File: src/include/tplc_defs.svh
`ifndef TPLC_DEFS_SVH
`define TPLC_DEFS_SVH

// Configuration word offset and field positions
`define TPLC_CFG_ADDR      4'h0
`define TPLC_STAT_ADDR     4'h1
`define TPLC_CFG_RST       16'h0000
`define TPLC_P1_EN_BIT     0
`define TPLC_P1_CONT_BIT   1
`define TPLC_P1_SRC_BIT    2
`define TPLC_P1_RISE_BIT   4
`define TPLC_P1_FALL_BIT   5
`define TPLC_P2_EN_BIT     8
`define TPLC_P2_CONT_BIT   9
`define TPLC_P2_SRC_BIT    10
`define TPLC_P2_RISE_BIT   12
`define TPLC_P2_FALL_BIT   13
`define TPLC_CFG_MASK      16'h3737

`endif

File: src/include/tplc_pkg.sv
package tplc_pkg;
	typedef struct packed {
		logic fall_en;
		logic rise_en;
		logic src_sel;
		logic cont;
		logic enable;
	} tplc_probe_cfg_t;

	typedef struct packed {
		logic       wr;
		logic       rd;
		logic [3:0] addr;
		logic [15:0] wdata;
	} tplc_bus_req_t;
endpackage : tplc_pkg

File: src/core/tplc_touch_probe_latch.sv
`timescale 1ns/1ps
`include "tplc_defs.svh"

module tplc_touch_probe_latch
	import tplc_pkg::*;
(
	// Clock and reset
	input  wire logic        i_clk,
	input  wire logic        i_rst,
	// Register port
	input  wire logic [3:0]  i_addr,
	input  wire logic [15:0] i_wdata,
	input  wire logic        i_wr,
	input  wire logic        i_rd,
	output logic      [15:0] o_rdata,
	// Trigger sources
	input  wire logic        i_external_latch_input_one,
	input  wire logic        i_external_latch_input_two,
	input  wire logic        i_home_position_output,
	input  wire logic        i_timing_output,
	// Latch strobes and state
	output logic      [1:0]  o_latch,
	output logic      [1:0]  o_done
);

	logic [15:0]           cfg_q;
	tplc_probe_cfg_t [1:0] pcfg;
	logic [1:0]            ext_src;
	logic                  int_src;
	logic [1:0]            trig;
	logic [1:0]            trig_q;
	logic [1:0]            fire;
	logic [1:0]            done_q;

	// Home and timing outputs share one source select
	assign int_src = i_home_position_output | i_timing_output;
	assign ext_src = {i_external_latch_input_two, i_external_latch_input_one};

	always_ff @(posedge i_clk) begin
		if (i_rst) begin
			cfg_q <= `TPLC_CFG_RST;
		end else if (i_wr && i_addr == `TPLC_CFG_ADDR) begin
			cfg_q <= i_wdata & `TPLC_CFG_MASK;
		end
	end

	assign pcfg[0].fall_en = cfg_q[`TPLC_P1_FALL_BIT];
	assign pcfg[0].rise_en = cfg_q[`TPLC_P1_RISE_BIT];
	assign pcfg[0].src_sel = cfg_q[`TPLC_P1_SRC_BIT];
	assign pcfg[0].cont    = cfg_q[`TPLC_P1_CONT_BIT];
	assign pcfg[0].enable  = cfg_q[`TPLC_P1_EN_BIT];
	assign pcfg[1].fall_en = cfg_q[`TPLC_P2_FALL_BIT];
	assign pcfg[1].rise_en = cfg_q[`TPLC_P2_RISE_BIT];
	assign pcfg[1].src_sel = cfg_q[`TPLC_P2_SRC_BIT];
	assign pcfg[1].cont    = cfg_q[`TPLC_P2_CONT_BIT];
	assign pcfg[1].enable  = cfg_q[`TPLC_P2_EN_BIT];

	genvar g;
	generate
		for (g = 0; g < 2; g++) begin : g_probe
			assign trig[g] = pcfg[g].src_sel ? int_src : ext_src[g];
			// edge qualification
			// Combinational so the strobe lands one cycle after
			assign fire[g] = pcfg[g].enable &&
				(pcfg[g].cont || !done_q[g]) &&
				((pcfg[g].rise_en && trig[g] && !trig_q[g]) ||
				 (pcfg[g].fall_en && !trig[g] && trig_q[g]));

			// Config resets disabled, so a high pin cannot latch
			always_ff @(posedge i_clk) begin
				if (i_rst) begin
					trig_q[g] <= 1'b0;
				end else begin
					trig_q[g] <= trig[g];
				end
			end

			// single shot lockout, rearmed while disabled
			// Continuous mode drops a stale lockout
			always_ff @(posedge i_clk) begin
				if (i_rst || !pcfg[g].enable || pcfg[g].cont) begin
					done_q[g] <= 1'b0;
				end else if (fire[g]) begin
					done_q[g] <= 1'b1;
				end
			end

			always_ff @(posedge i_clk) begin
				if (i_rst) begin
					o_latch[g] <= 1'b0;
				end else begin
					o_latch[g] <= fire[g];
				end
			end

			AST_ONCE: assert property (
				@(posedge i_clk) disable iff (i_rst)
				fire[g] && !pcfg[g].cont ##1 pcfg[g].enable ##0
				$stable(cfg_q) |-> !fire[g])
				else $error("single shot probe latched twice");
			AST_LOCK: assert property (
				@(posedge i_clk) disable iff (i_rst)
				fire[g] && !pcfg[g].cont |=> done_q[g])
				else $error("single shot lock not set");
			AST_CONT: assert property (
				@(posedge i_clk) disable iff (i_rst)
				pcfg[g].cont |=> !done_q[g])
				else $error("continuous probe locked");
			AST_EDGE: assert property (
				@(posedge i_clk) disable iff (i_rst)
				fire[g] |-> (trig[g] ? pcfg[g].rise_en : pcfg[g].fall_en)
				&& trig[g] != trig_q[g])
				else $error("latch on disabled edge");
			AST_RISE: assert property (
				@(posedge i_clk) disable iff (i_rst)
				pcfg[g].enable && pcfg[g].rise_en && !done_q[g] &&
				trig[g] && !trig_q[g] |=> o_latch[g])
				else $error("rising edge missed");
			AST_FALL: assert property (
				@(posedge i_clk) disable iff (i_rst)
				pcfg[g].enable && pcfg[g].fall_en && !done_q[g] &&
				!trig[g] && trig_q[g] |=> o_latch[g])
				else $error("falling edge missed");
			AST_OFF: assert property (
				@(posedge i_clk) disable iff (i_rst)
				!pcfg[g].enable |=> !o_latch[g])
				else $error("disabled probe latched");
			AST_PULSE: assert property (
				@(posedge i_clk) disable iff (i_rst)
				o_latch[g] == $past(fire[g]))
				else $error("latch strobe misaligned");
			// external select ignores home and timing
			AST_SRC: assert property (
				@(posedge i_clk) disable iff (i_rst)
				$stable(cfg_q) && !pcfg[g].src_sel &&
				$stable(ext_src[g]) |-> !fire[g])
				else $error("latch without external edge");
			AST_SRC_INT: assert property (
				@(posedge i_clk) disable iff (i_rst)
				$stable(cfg_q) && pcfg[g].src_sel &&
				$stable(int_src) |-> !fire[g])
				else $error("latch without internal edge");
		end
	endgenerate

	// Done flags reported for software
	always_ff @(posedge i_clk) begin
		if (i_rst) begin
			o_done <= 2'h0;
		end else begin
			o_done <= done_q;
		end
	end

	// Status word is read-only; writes to it are dropped
	// Read port, unmapped reads zero
	always_ff @(posedge i_clk) begin
		if (i_rst) begin
			o_rdata <= 16'h0000;
		end else if (i_rd && i_addr == `TPLC_CFG_ADDR) begin
			o_rdata <= cfg_q;
		end else if (i_rd && i_addr == `TPLC_STAT_ADDR) begin
			o_rdata <= {14'h0000, done_q};
		end else begin
			o_rdata <= 16'h0000;
		end
	end

	AST_RSVD: assert property (
		@(posedge i_clk) disable iff (i_rst)
		(cfg_q & ~`TPLC_CFG_MASK) == 16'h0000)
		else $error("reserved bits stored");
	AST_WR: assert property (
		@(posedge i_clk) disable iff (i_rst)
		i_wr && i_addr == `TPLC_CFG_ADDR |=>
		cfg_q == ($past(i_wdata) & `TPLC_CFG_MASK))
		else $error("configuration write lost");
	AST_RD_CFG: assert property (
		@(posedge i_clk) disable iff (i_rst)
		i_rd && i_addr == `TPLC_CFG_ADDR |=> o_rdata == $past(cfg_q))
		else $error("configuration readback wrong");
	AST_RD_STAT: assert property (
		@(posedge i_clk) disable iff (i_rst)
		i_rd && i_addr == `TPLC_STAT_ADDR |=>
		o_rdata == {14'h0000, $past(done_q)})
		else $error("status readback wrong");
	AST_DONE: assert property (
		@(posedge i_clk) disable iff (i_rst)
		o_done == $past(done_q))
		else $error("done flag misaligned");

endmodule : tplc_touch_probe_latch

File: config.mk
export PLATFORM = sky130hd
export DESIGN_NAME = tplc_touch_probe_latch
export DESIGN_NICKNAME = d
export VERILOG_FILES = /design/src/include/tplc_pkg.sv /design/src/core/tplc_touch_probe_latch.sv
export VERILOG_INCLUDE_DIRS = /design/src /design/src/include
export SDC_FILE = /design/constraint.sdc
export NUM_CORES = 1
export LEC_CHECK = 0
export BUFFER_PORTS_ARGS = -buffer_cell sky130_fd_sc_hd__clkbuf_2
export CORE_ASPECT_RATIO = 1.25
export CORE_MARGIN = 2
export CORE_UTILIZATION = 25
export DETAILED_ROUTE_END_ITERATION = 6
export MAX_ROUTING_LAYER = met4
export SETUP_SLACK_MARGIN = 0.3
export SLEW_MARGIN = 20
export SYNTH_ARGS = -nofsm -noshare
export SYNTH_HDL_FRONTEND = slang
export SYNTH_SLANG_ARGS = --single-unit
File: constraint.sdc
create_clock -name i_clk -period 3.08 [get_ports i_clk]
set_input_delay 0.308 -clock i_clk [delete_from_list [all_inputs] [get_ports i_clk]]
set_output_delay 0.308 -clock i_clk [all_outputs]
set_load 0.1 [all_outputs]
==> impl_metrics.toml <==
[cts]
cts_root_buffer = "clkbuf_8"
insertion_delay_ns = 0.27
post-cts-setup-buffers = 0
cts_buffer_depth = 2
ctsHtreeMaxLevel = 1
cts_tree = "done"
cts_resized = 0
cts_buffers = 3
clkTransAtPathRegs_ns = 0.08
clock-sinks = 28
hold_buffers = 0

[sta]
drv_slew = 0
rsz0062_at_grt = "no"
hold_violations = 0
worstMarginPinSlew_ns = 0.662
setup_viol = 0
max_freq_ghz = 0.746
fin_setup_tns_ns = 0
fin_crit_sh = 0.435
maxSlewHeadroom = 0.558
whs_ns = 0.266
finClkSkew_ns = 0.00103
timing.final.crit_period_ns = 1.34

[finish]
fillCellCount = 464
finalInstanceArea_sq_um = 1330
syn_to_final_growth_pct = 22.6
n_antenna_cell = 0
drive_gt1_frac = 0.289
nNetsFinal = 179

[synthesis]
syn-cell-area_sq_um = 1080
syn_area_per_cell_sq_um = 9.26
synth_seq_cells = 28
synthArstFlopShare = 0
synthFlopType = "dfxtp_1"
ys_seq_area_frac = 0.517
synth-warning-count = 0
synthCells = 117
synth_edf_count = 0
synth_cell_types = 22

[job]
cap_violations = 0

[pwr]
vdd_drop_max_mv = 0.144
p_switching_mw = 0.157
power_frac_clock = 0.302
p_seq_frac = 0.587
totalPowerFinal_mw = 0.625
power_frac_comb = 0.112
power.internal_mw = 0.469
p_per_area_nw_per_um2 = 471
swShare = 0.251
leakage_nw = 0.527

[critical_path]
crit_path_max_fanout = 1
r2r_start = "cfg_q[2]"
crit_chain = "clkbuf_2"
startpoint_type = "register"
end_kind = "primary output"
r2r_slack_ns = 1.78
worst_path_max_delay_cell = "clkbuf_2"
crit_type = "register to primary output"
crit_buf_inv = 1
cp_data_required_time_ns = 2.77
r2r_end = "done_q[0]"
cp_top_family = "buffers and inverters"
r2r_cells = 3
max_stage_delay_ns = 0.45
path_depth = 1
arrival_ns = 1.03

[floorplanning]
fp-row-count = 26
start_util = 0.262
die_h_um = 77.6
core_sq_um = 4130
io_pins = 48
die_area_sq_um = 4880
die-width_um = 62.9

[place]
portBuffers = 35
dp_hpwl_um = 1740
place_congestion = 0.713
placed_cell_area_sq_um = 1290

[outcome]
status = "finished clean"

[route]
wl_um = 2250
final_antenna_net_count = 0
drt_pass1_iterations = 4
drt-initial-drc-count = 35
dr_total_vias = 893
vias_per_cell = 4.36
drc = 0
wire_per_inst_um = 11.0

[min_path]
hold-path-cell-count = 3
hold_end = "cfg_q[4]"
hold_start = "i_wdata[4]"
hold_path.class = "input pin to register"

[global_route]
grt_overflow = 0
grt_pass1_vias = 830
antenna_found_initial = 0
grt_max_degree = 19
grt_pass1_wl_um = 3580
track_usage = 0.0952
cells by family (layout without fill, tap and decap cells):
| family | count (synthesis) | count (layout) | synth area share |
|---|---|---|---|
| compound gates | 32 | 32 | 0.176 |
| mux | 2 | 2 | 0.0185 |
| other cells | 1 | 6 | 0.00346 |
| flops | 28 | 28 | 0.517 |
| buf+inv | 20 | 47 | 0.0901 |
| simple gates | 34 | 34 | 0.195 |
area by class of cell:
type | count | area, sq um | area share
flip-flops and latches | 28 | 561 | 0.422
multi-input cells | 74 | 444 | 0.334
repair buffers | 36 | 183 | 0.137
well taps | 56 | 70.1 | 0.0527
clock buffers | 3 | 41.3 | 0.0311
inverters | 8 | 30.0 | 0.0226
layer usage:
metal  track usage  wire, um
met2         0.153      1090
met5             -         0
met4        0.0533        54
met1         0.113      1020
met3        0.0145        92
metrics by stage:
stage               setup WS, ns   util  instances
floorplan                   1.86      -        122
global placement            1.62  0.312        202
detailed placement          1.62  0.312        202
CTS                         1.73  0.322        205
global route                1.69  0.322        205
finish                      1.74  0.322        205
sequential cells by signal, summed over array words and instances, names as in the netlist:
register / cells
o_latch: 2
o_done: 2
cfg_q: 10
o_rdata: 10
trig_q: 2
done_q: 2
cells in the final DEF (no fill, tap or decap):
cell | netlist | final
nor2b_1 | 1 | 1
o21ai_0 | 14 | 14
nor3_1 | 2 | 2
clkbuf_2 | 0 | 35
buf_4 | 6 | 1
and2_1 | 7 | 7
nor2_1 | 6 | 6
clkbuf_8 | 0 | 3
a221oi_1 | 2 | 2
or3b_2 | 2 | 2
mux2i_1 | 2 | 2
inv_1 | 8 | 8
nand2b_1 | 3 | 3
or3_4 | 1 | 1
a21oi_1 | 10 | 10
conb_1 | 1 | 6
nand3_1 | 10 | 10
nor4b_4 | 1 | 1
a311oi_1 | 2 | 2
o2111ai_1 | 4 | 4
nand3b_1 | 1 | 1
dfxtp_1 | 28 | 28
power by group through the flow:
stage	registers (mW)	clock network, mW	logic [mW]
2_1_floorplan	0.375	0	0.0552
3_3_place_gp	0.375	0	0.0690
3_5_place_dp	0.376	0	0.0696
4_1_cts	0.367	0.195	0.0698
5_1_grt	0.368	0.214	0.0735
6_report	0.367	0.189	0.0697
synthesized netlist by cell type, types with 2 or more instances:
library cell  number  area, sq um
a311oi_1           2         17.5
nand3_1           10         50.1
and2_1             7         43.8
inv_1              8         30.0
or3b_2             2         17.5
nor2_1             6         22.5
clkbuf_1           5         18.8
a221oi_1           2         17.5
a21oi_1           10         50.1
nand2b_1           3         18.8
o21ai_0           14         70.1
nor3_1             2         10.0
mux2i_1            2         20.0
o2111ai_1          4         35.0
buf_4              6         45.0
dfxtp_1           28          561
worst max path at each step:
stage,start,to,slack [ns]
5_1_grt,o_rdata[12],o_rdata[12],1.69
3_5_place_dp,i_addr[1],o_rdata[4],1.62
2_1_floorplan,i_addr[1],cfg_q[10],1.86
6_report,o_rdata[13],o_rdata[13],1.74
3_3_place_gp,i_addr[1],o_rdata[5],1.62
4_1_cts,o_rdata[12],o_rdata[12],1.73
(Power assumes the default switching activity.)
